**src/e3ra_pkg.sv**
```systemverilog
package e3ra_pkg;

    // ------------------------------------------------------------
    // indicator states
    // ------------------------------------------------------------
    typedef enum logic [1:0] {
        IND_CLEAR,
        IND_HISTORY,
        IND_ACTIVE,
        IND_OFF
    } e3ra_ind_t;

    // ------------------------------------------------------------
    // counts and widths
    // ------------------------------------------------------------
    localparam int unsigned NUM_RX     = 2;
    localparam int unsigned RDI_BITS   = 3;
    localparam int unsigned LCD_CELLS  = 7;
    localparam int unsigned OOF_FRAMES = 4;
    localparam int unsigned AIS_ZEROS  = 8;
    localparam int unsigned FERR_W     = 3;
    localparam int unsigned ZCNT_W     = 4;

    localparam logic [FERR_W-1:0] FERR_OOF   = FERR_W'(OOF_FRAMES);
    localparam logic [FERR_W-1:0] FERR_RST   = 3'h0;
    localparam logic [ZCNT_W-1:0] ZCNT_AIS   = ZCNT_W'(AIS_ZEROS);
    localparam logic [ZCNT_W-1:0] ZCNT_RST   = 4'h0;
    localparam logic              FLAG_RST   = 1'h0;

endpackage : e3ra_pkg

```
**src/e3ra_alarm.sv**
```systemverilog
// Function
// cell sync lost while a header check error is seen within seven cells.
// remote defect raised when the received remote defect field is all ones.
// alarm indication when out of frame and under eight zeros in one frame.
// cell sync indicator shows history after any cell sync defect since clear.
// remote defect indicator is active while far end failures are current.
// remote defect indicator latches history after any far end failure.
// alarm indication indicator rests at off, never clear, when no alarm seen.
// when filtering, idle and unassigned cells on selected port are discarded; the code discards only idle cells, as it has no unassigned cell input.
// all history is cleared on test restart or statistics reset.
// each of the two receivers keeps its own independent indicator set.
// out of frame entered after four consecutive framing pattern errors.
// indicator shows active if current, else history if latched, else clear.
`timescale 1ns/1ps
module e3ra_alarm #(
    parameter int unsigned NRX   = e3ra_pkg::NUM_RX,
    parameter int unsigned RDI_W = e3ra_pkg::RDI_BITS,
    parameter int unsigned SEL_W = (NRX > 1) ? $clog2(NRX) : 1
) (
    input  wire logic                      i_clk,
    input  wire logic                      i_arst_n,
    input  wire logic                      i_test_restart,
    input  wire logic                      i_stats_reset,
    input  wire logic                      i_filter_en,
    input  wire logic [SEL_W-1:0]          i_filter_sel,
    input  wire logic [NRX-1:0]            i_cell_valid,
    input  wire logic [NRX-1:0]            i_cell_hec_err,
    input  wire logic [NRX-1:0]            i_cell_idle,
    input  wire logic [NRX-1:0]            i_frame_end,
    input  wire logic [NRX-1:0]            i_frame_err,
    input  wire logic [NRX-1:0]            i_bit_valid,
    input  wire logic [NRX-1:0]            i_bit,
    input  wire logic [NRX-1:0][RDI_W-1:0] i_rdi_field,
    output logic      [NRX-1:0]            o_cell_pass,
    output logic      [NRX-1:0]            o_oof,
    output e3ra_pkg::e3ra_ind_t            o_frame_ind [NRX],
    output e3ra_pkg::e3ra_ind_t            o_cell_ind  [NRX],
    output e3ra_pkg::e3ra_ind_t            o_rdi_ind   [NRX],
    output e3ra_pkg::e3ra_ind_t            o_ais_ind   [NRX]
);
    import e3ra_pkg::*;

    // ------------------------------------------------------------
    // parameter checks
    // ------------------------------------------------------------
    if (NRX < 1 || NRX > (1 << SEL_W) || RDI_W < 1) begin : g_bad_param
        $error("e3ra_alarm: unsupported receiver count or field width");
    end

    logic hist_clr;
    assign hist_clr = i_test_restart | i_stats_reset;

    // ------------------------------------------------------------
    // per receiver detection
    // ------------------------------------------------------------
    for (genvar i = 0; i < NRX; i++) begin : g_rx
        logic [LCD_CELLS-1:0] win_q;
        logic [LCD_CELLS-1:0] win_d;
        logic [FERR_W-1:0]    ferr_q;
        logic [FERR_W-1:0]    ferr_d;
        logic [ZCNT_W-1:0]    zcnt_q;
        logic [ZCNT_W-1:0]    zcnt_d;
        logic [ZCNT_W-1:0]    z_now;
        logic                 oof_q;
        logic                 oof_d;
        logic                 ais_q;
        logic                 ais_d;
        logic                 rdi_q;
        logic                 rdi_d;
        logic                 lcd_q;
        logic                 lcd_d;
        logic                 pass_q;
        logic                 pass_d;
        logic                 drop;

        always_comb begin
            win_d  = win_q;
            ferr_d = ferr_q;
            oof_d  = oof_q;
            ais_d  = ais_q;
            rdi_d  = rdi_q;
            if (i_cell_valid[i]) begin
                win_d = {win_q[LCD_CELLS-2:0], i_cell_hec_err[i]};
            end
            lcd_d = |win_d;
            // zero count saturates; only below-eight matters
            z_now = zcnt_q;
            if (i_bit_valid[i] && !i_bit[i] && zcnt_q < ZCNT_AIS) begin
                z_now = zcnt_q + 4'h1;
            end
            zcnt_d = z_now;
            if (i_frame_end[i]) begin
                zcnt_d = ZCNT_RST;
                if (i_frame_err[i]) begin
                    if (ferr_q < FERR_OOF) begin
                        ferr_d = ferr_q + 3'h1;
                    end
                end else begin
                    ferr_d = FERR_RST;
                end
                oof_d = (ferr_d >= FERR_OOF);
                ais_d = oof_q && (z_now < ZCNT_AIS);
                rdi_d = &i_rdi_field[i];
            end
            drop   = i_filter_en && (i_filter_sel == SEL_W'(i)) && i_cell_idle[i];
            pass_d = i_cell_valid[i] && !drop;
        end

        always_ff @(posedge i_clk or negedge i_arst_n) begin
            if (!i_arst_n) begin
                win_q  <= '0;
                ferr_q <= FERR_RST;
                zcnt_q <= ZCNT_RST;
                oof_q  <= FLAG_RST;
                ais_q  <= FLAG_RST;
                rdi_q  <= FLAG_RST;
                lcd_q  <= FLAG_RST;
                pass_q <= FLAG_RST;
            end else begin
                win_q  <= win_d;
                ferr_q <= ferr_d;
                zcnt_q <= zcnt_d;
                oof_q  <= oof_d;
                ais_q  <= ais_d;
                rdi_q  <= rdi_d;
                lcd_q  <= lcd_d;
                pass_q <= pass_d;
            end
        end

        assign o_oof[i]       = oof_q;
        assign o_cell_pass[i] = pass_q;

        // ------------------------------------------------------------
        // indicators
        // ------------------------------------------------------------
        e3ra_indicator #(.CLEAR_STATE(IND_CLEAR)) u_frame_ind (
            .i_clk        (i_clk),
            .i_arst_n     (i_arst_n),
            .i_defect     (oof_q),
            .i_clear_hist (hist_clr),
            .o_state      (o_frame_ind[i])
        );
        e3ra_indicator #(.CLEAR_STATE(IND_CLEAR)) u_cell_ind (
            .i_clk        (i_clk),
            .i_arst_n     (i_arst_n),
            .i_defect     (lcd_q),
            .i_clear_hist (hist_clr),
            .o_state      (o_cell_ind[i])
        );
        e3ra_indicator #(.CLEAR_STATE(IND_CLEAR)) u_rdi_ind (
            .i_clk        (i_clk),
            .i_arst_n     (i_arst_n),
            .i_defect     (rdi_q),
            .i_clear_hist (hist_clr),
            .o_state      (o_rdi_ind[i])
        );
        // alarm indication rests at off rather than clear
        e3ra_indicator #(.CLEAR_STATE(IND_OFF)) u_ais_ind (
            .i_clk        (i_clk),
            .i_arst_n     (i_arst_n),
            .i_defect     (ais_q),
            .i_clear_hist (hist_clr),
            .o_state      (o_ais_ind[i])
        );

    end
endmodule : e3ra_alarm

```
**src/e3ra_indicator.sv**
```systemverilog
`timescale 1ns/1ps
module e3ra_indicator #(
    parameter e3ra_pkg::e3ra_ind_t CLEAR_STATE = e3ra_pkg::IND_CLEAR
) (
    input  wire logic          i_clk,
    input  wire logic          i_arst_n,
    input  wire logic          i_defect,
    input  wire logic          i_clear_hist,
    output e3ra_pkg::e3ra_ind_t o_state
);
    import e3ra_pkg::*;

    logic      hist_q;
    logic      hist_d;
    e3ra_ind_t state_q;
    e3ra_ind_t state_d;

    // ------------------------------------------------------------
    // history latch and state select
    // ------------------------------------------------------------
    always_comb begin
        // a defect in the clearing cycle still leaves history
        hist_d = i_defect | (hist_q & ~i_clear_hist);
        if (i_defect) begin
            state_d = IND_ACTIVE;
        end else if (hist_d) begin
            state_d = IND_HISTORY;
        end else begin
            state_d = CLEAR_STATE;
        end
    end

    always_ff @(posedge i_clk or negedge i_arst_n) begin
        if (!i_arst_n) begin
            hist_q  <= FLAG_RST;
            state_q <= CLEAR_STATE;
        end else begin
            hist_q  <= hist_d;
            state_q <= state_d;
        end
    end

    assign o_state = state_q;

endmodule : e3ra_indicator

```
**config.mk**
```make
export PLATFORM = sky130hd
export DESIGN_NAME = e3ra_alarm
export DESIGN_NICKNAME = d
export VERILOG_FILES = /design/src/e3ra_pkg.sv /design/src/e3ra_alarm.sv /design/src/e3ra_indicator.sv
export SDC_FILE = /design/constraint.sdc
export NUM_CORES = 1
export LEC_CHECK = 0
export BUFFER_PORTS_ARGS = -buffer_cell sky130_fd_sc_hd__buf_4
export CORE_MARGIN = 2
export CORE_UTILIZATION = 55
export DETAILED_ROUTE_END_ITERATION = 10
export PLACE_DENSITY = 0.76
export SLEW_MARGIN = 20
export SYNTH_ARGS = -nofsm -noshare
export SYNTH_HDL_FRONTEND = slang
export SYNTH_HIERARCHICAL = 1
export SYNTH_SLANG_ARGS = --single-unit
```
**constraint.sdc**
```tcl
create_clock -name i_clk -period 3.6 [get_ports i_clk]
set_input_delay 0.72 -clock i_clk [delete_from_list [all_inputs] [get_ports i_clk]]
set_output_delay 0.72 -clock i_clk [all_outputs]
set_load 0.02 [all_outputs]
```
Word-level counts from Yosys, hierarchy flattened
Index checks and enable logic that the tools add are counted.
{ "totals": {"reg_bits": 62, "input_bits": 26, "output_inout_bits": 20, "elab_cells": 111} }
{ "classes": {"n_addsub": 4, "magnitude_cmp": 8, "n_mux": 28, "n_bitwise": 19, "reduce_logical": 20} }
{ "op_table": {"columns": ["cell", "n"], "rows": [
  ["$mux W2", 10],
  ["$mux W3", 6],
  ["$lt A4 B4 Y1 const B", 4],
  ["$mux W4", 4],
  ["$mux W7", 2],
  ["$reduce_or A7 Y1", 2],
  ["$logic_and A1 B1 Y1", 12],
  ["$or A1 B1 Y1", 9],
  ["$add A4 B1 Y4 const B", 2],
  ["$and A1 B1 Y1", 8],
  ["$add A3 B1 Y3 const B", 2],
  ["$ge A3 B3 Y1 const B", 2],
  ["$lt A3 B3 Y1 const B", 2],
  ["$mux W1", 6],
  ["$reduce_and A3 Y1", 2],
  ["$logic_not A1 Y1", 4],
  ["$not A1 Y1", 2]
]} }

Longest topological paths before layout
{ "logic_depth": {"word_depth": 6, "ltp_mapped": 4, "ltp_nobuf": 4} }

Hierarchy
The synthesis kept the hierarchy.
{ "modules_own_cells": {"columns": ["module", "n_inst", "cells_each", "area_each_um2", "seq_area_each_um2"], "rows": [
  ["e3ra_alarm", 1, 129, 1584.0, 900.9],
  ["e3ra_indicator (g_rx[0].u_cell_ind ...)", 6, 6, 101.3, 75.1],
  ["e3ra_indicator (g_rx[0].u_ais_ind ...)", 2, 7, 97.6, 77.6]
]} }

Least setup slack after synthesis
OpenSTA, ideal clock, no wires.
{ "synth_timing": {"path_kind": "in2reg", "from": "in i_cell_valid[0]", "to": "reg g_rx[0].lcd_q", "setup_time_ns": 0.129, "t_arrival_ns": 1.460, "required_ns": 3.471, "setup_slack_ns": 2.010, "cell_stages": 4, "path_buffers": 1, "path_cell_list": "buf_6 -> mux2_4 -> nor4b_2 -> o21ai_1"} }
{ "synth_via": {"elab_chain_len": 2} }
{ "synth_rtl": {"columns": ["element", "line_no", "rtl"], "rows": [
  ["start, declared", "e3ra_alarm.sv:26", "input wire logic [NRX-1:0] i_cell_valid,"],
  ["$mux W7", "e3ra_alarm.sv:82", "if (i_cell_valid[i]) begin"],
  ["via g_rx[0].win_d[1]", "e3ra_alarm.sv:58", "logic [LCD_CELLS-1:0] win_d;"],
  ["$reduce_or A7 Y1", "e3ra_alarm.sv:85", "lcd_d = |win_d;"],
  ["via g_rx[0].lcd_d", "e3ra_alarm.sv:71", "logic lcd_d;"],
  ["end signal, assigned", "e3ra_alarm.sv:126", "lcd_q <= lcd_d;"],
  ["end, declared", "e3ra_alarm.sv:70", "logic lcd_q;"]
]} }
The timed path passes the listed nets, and every way through them passes these cells.
A chain may end at the register's enable or synchronous reset.

==> metrics <==
run status=finished clean; wire length of the first global-routing pass=6790 um; initial drt markers=122; Worst path top cell family by delay=flip-flops; slew at the pin closest to its max-slew limit=718 ps; Wirelength per Cell=13.8 um; number of iterations in the first detailed-routing pass=6; combined flip-flop and latch cell area=1510 um^2; via-per-instance ratio=5.17; slowest stage delay, CP=540 ps; critical path launch point type=flop; Root Driver=sky130_fd_sc_hd__clkbuf_8; FF-to-FF setup slack=2390 ps; Critical R2R Launch=g_rx[1].zcnt_q[1]$_DFFE_PN0P_; area of combinational cells with multiple inputs=788 um^2; maximum buffer depth of the clock tree=2; post-route non-filler standard cell count=282; type of destination of the critical path=output pin; worst voltage drop across the vdd grid=271 uV; cells traversed along the worst timing path=buf_4; number of warning messages in the yosys log=6; placed cell count=266; Hold Path Stages=0; post-route cell area=2890 um^2; residual overflow from global routing=0; Mapped Cells=179; vias post-DR=1459; antenna violations before repair=0; number of nets in the synthesized netlist=209; unrepaired setup endpoints after global routing=false; ratio of final minimum period to clock period=49.7%; number of buffers added on ports=45; total of max-cap violations=0; CTS hold repair buffers=0; overall fraction of global-route tracks in use=18.2%; share of cells above drive strength 1=39.2%; core box area=4090 um^2; final-stage net count=257; max-slew headroom at the worst pin=52.2%; Resized cells post-CTS=0; mapped cell area=2390 um^2; hold worst-path end=g_rx[0].u_cell_ind/o_state[1]$_DFF_PN0_; starting density of the core=58.4%; launch point of the worst hold path=g_rx[0].lcd_q$_DFF_PN0_; Final HPWL DP=2700 um; maximum number of pins on one net before global-route repair=61; Util after Layout=70.8%; number of buffers created by CTS=9; total count of hold-check failures in the final report=0; via count of the first global-routing pass=1542; horizontal extent of the die=69.9 um; setup-violating endpoint count in the final report=0; required arrival time at the worst endpoint=2880 ps; EDFF count, synth=0; Reg-to-Reg End=g_rx[1].zcnt_q[2]$_DFFE_PN0P_; Total Routed Length=3890 um; fraction of the yosys area taken by sequential cells=63.1%; post-CTS setup repair buffer count=0; Avg Synthesized Cell Area=13.3 um^2; power per cell area=535 nW/um^2; number of distinct standard cells referenced by the synthesized netlist=39; post-route DRC violation count=0; fill cell instance count of the final layout=300; number of sinks on the clock net=60; final weighted congestion of routability-driven global placement=0.740; overall die area=4880 um^2; Skew-Pair Late Insertion Delay=320 ps; Final Max Tran Viols=0; CTS clk-pin slew, worst paths=60 ps; accumulated negative setup slack=0 ps; count of state elements after synthesis=60; dominant register cell in the synthesized netlist=sky130_fd_sc_hd__dfrtp_1; post-synthesis to final-layout area growth=21.2%; proportion of synthesized flip-flops having asynchronous set or reset=100%; Cell Rows=23; data arrival time of the critical path=1070 ps; residual antenna-violating net count after detailed routing=0; Peak Freq=559 MHz; Worst Path Max Fanout=10; Tightest Hold Check Type=reg2reg; placed cell areas=2730 um^2; critical-path cell with the highest stage delay=sky130_fd_sc_hd__dfrtp_1; total chip power=1.55 mW; die height=69.9 um; final antenna diode count=0; leak pwr=1.43 nW; path depth of the worst reg2reg path=4; Post-Route Skew=5.40 ps; Bufs and invs on worst path=1; count of boundary I/O pins=46; start-to-end type of the worst setup path=reg2out; Tmin final=1790 ps; count of H-tree levels built during CTS=3; CTS tree=yes
cell families (layout without fill, tap and decap cells):
| logic type | Yosys count | in the layout | synth area share (%) |
|---|---|---|---|
| DFF | 60 | 60 | 63.1 |
| xor gates and xnor gates | 4 | 4 | 1.47 |
| AOI/OAI and AO/OA | 20 | 20 | 5.40 |
| buffers and inverters | 18 | 71 | 3.88 |
| muxes | 17 | 17 | 8.23 |
| adders and majority gates | 4 | 4 | 2.10 |
| and+or+nand+nor | 56 | 56 | 15.8 |
cell usage in the layout, fill, tap and decap left out, drive strengths merged, types with 2 or more instances in the layout:
| cell type | netlist | final |
|---|---|---|
| nor3 | 2 | 2 |
| ha | 4 | 4 |
| nor2 | 17 | 17 |
| nand2 | 6 | 6 |
| nor3b | 4 | 4 |
| nand2b | 12 | 12 |
| mux2 | 15 | 15 |
| inv | 10 | 10 |
| nand3 | 3 | 3 |
| a31o | 2 | 2 |
| buf | 7 | 45 |
| a21oi | 7 | 7 |
| nor2b | 3 | 3 |
| clkbuf | 1 | 16 |
| xnor2 | 4 | 4 |
| mux2i | 2 | 2 |
| dfrtp | 56 | 56 |
| nand4 | 2 | 2 |
| dfstp | 4 | 4 |
| o21ai | 3 | 3 |
| a21o | 2 | 2 |
| and4b | 2 | 2 |
worst max-delay path by stage:
| stage | slack [ps] | depth (start not counted) | from | endpoint |
|---|---|---|---|---|
| 2_1_floorplan | 2010 | 4 | i_cell_valid[0] | g_rx[0].lcd_q$_DFF_PN0_ |
| 3_3_place_gp | 1960 | 4 | i_cell_valid[0] | g_rx[0].lcd_q$_DFF_PN0_ |
| 3_5_place_dp | 1910 | 4 | i_cell_valid[0] | g_rx[0].lcd_q$_DFF_PN0_ |
| 4_1_cts | 1790 | 1 | g_rx[1].ferr_q[2]$_DFFE_PN0P_ | o_oof[1] |
| 5_1_grt | 1740 | 1 | g_rx[1].ferr_q[2]$_DFFE_PN0P_ | o_oof[1] |
| 6_report | 1810 | 1 | g_rx[1].ferr_q[2]$_DFFE_PN0P_ | o_oof[1] |
flip-flops by register name, indices dropped and copies added (netlist names), 4 cells and up:
signal,flops
g_rx.u_rdi_ind/o_state,4
g_rx.u_ais_ind/o_state,4
g_rx.win_q,14
g_rx.ferr_q,6
g_rx.zcnt_q,8
g_rx.u_frame_ind/o_state,4
g_rx.u_cell_ind/o_state,4
cell type report:
cell class                      instances  share of cell area (%)
Clock buffer                           16                    5.54
Inverter                               10                    1.30
Multi-Input combinational cell        101                    27.2
Sequential cell                        60                    52.1
Tap cell                               50                    2.16
Timing Repair Buffer                   45                    11.7
per-layer routing:
metal / routed length (um) / part of all wire (%) / track usage (%)
met1: 1630 / 42 / 21.1
met2: 1940 / 50 / 29.7
met3: 257 / 6.6 / 7.65
met4: 61 / 1.6 / 7.48
met5: 0 / 0 / 0
per-stage QoR:
step                hold WS [ps]  worst slack [ps]
floorplan                    385              2010
CTS                          416              1790
finish                       409              1810
detailed placement           403              1910
global route                 436              1740
global placement             390              1960
synth_stat cells, types with 3 or more instances:
master | count | area [um^2]
sky130_fd_sc_hd__nand2b_1 | 6 | 37.5
sky130_fd_sc_hd__ha_1 | 4 | 50.1
sky130_fd_sc_hd__mux2_2 | 13 | 146
sky130_fd_sc_hd__dfrtp_1 | 56 | 1400
sky130_fd_sc_hd__nand2_1 | 6 | 22.5
sky130_fd_sc_hd__inv_1 | 10 | 37.5
sky130_fd_sc_hd__xnor2_1 | 4 | 35.0
sky130_fd_sc_hd__nor2b_1 | 3 | 18.8
sky130_fd_sc_hd__nand2b_4 | 6 | 82.6
sky130_fd_sc_hd__nor3b_1 | 4 | 30.0
sky130_fd_sc_hd__buf_4 | 4 | 30.0
sky130_fd_sc_hd__dfstp_2 | 4 | 105
sky130_fd_sc_hd__a21oi_1 | 7 | 35.0
sky130_fd_sc_hd__nor2_2 | 6 | 37.5
sky130_fd_sc_hd__nand3_1 | 3 | 15.0
sky130_fd_sc_hd__nor2_1 | 11 | 41.3
power breakdown:
part	leakage, nW	total [mW]	switching (mW)	internal, mW
combinational	0.606	0.227	0.104	0.123
sequential	0.746	0.827	0.0622	0.765
clock	0.0790	0.494	0.224	0.271
total	1.43	1.55	0.390	1.16
Note: power is estimated with default switching activity, not from simulation.
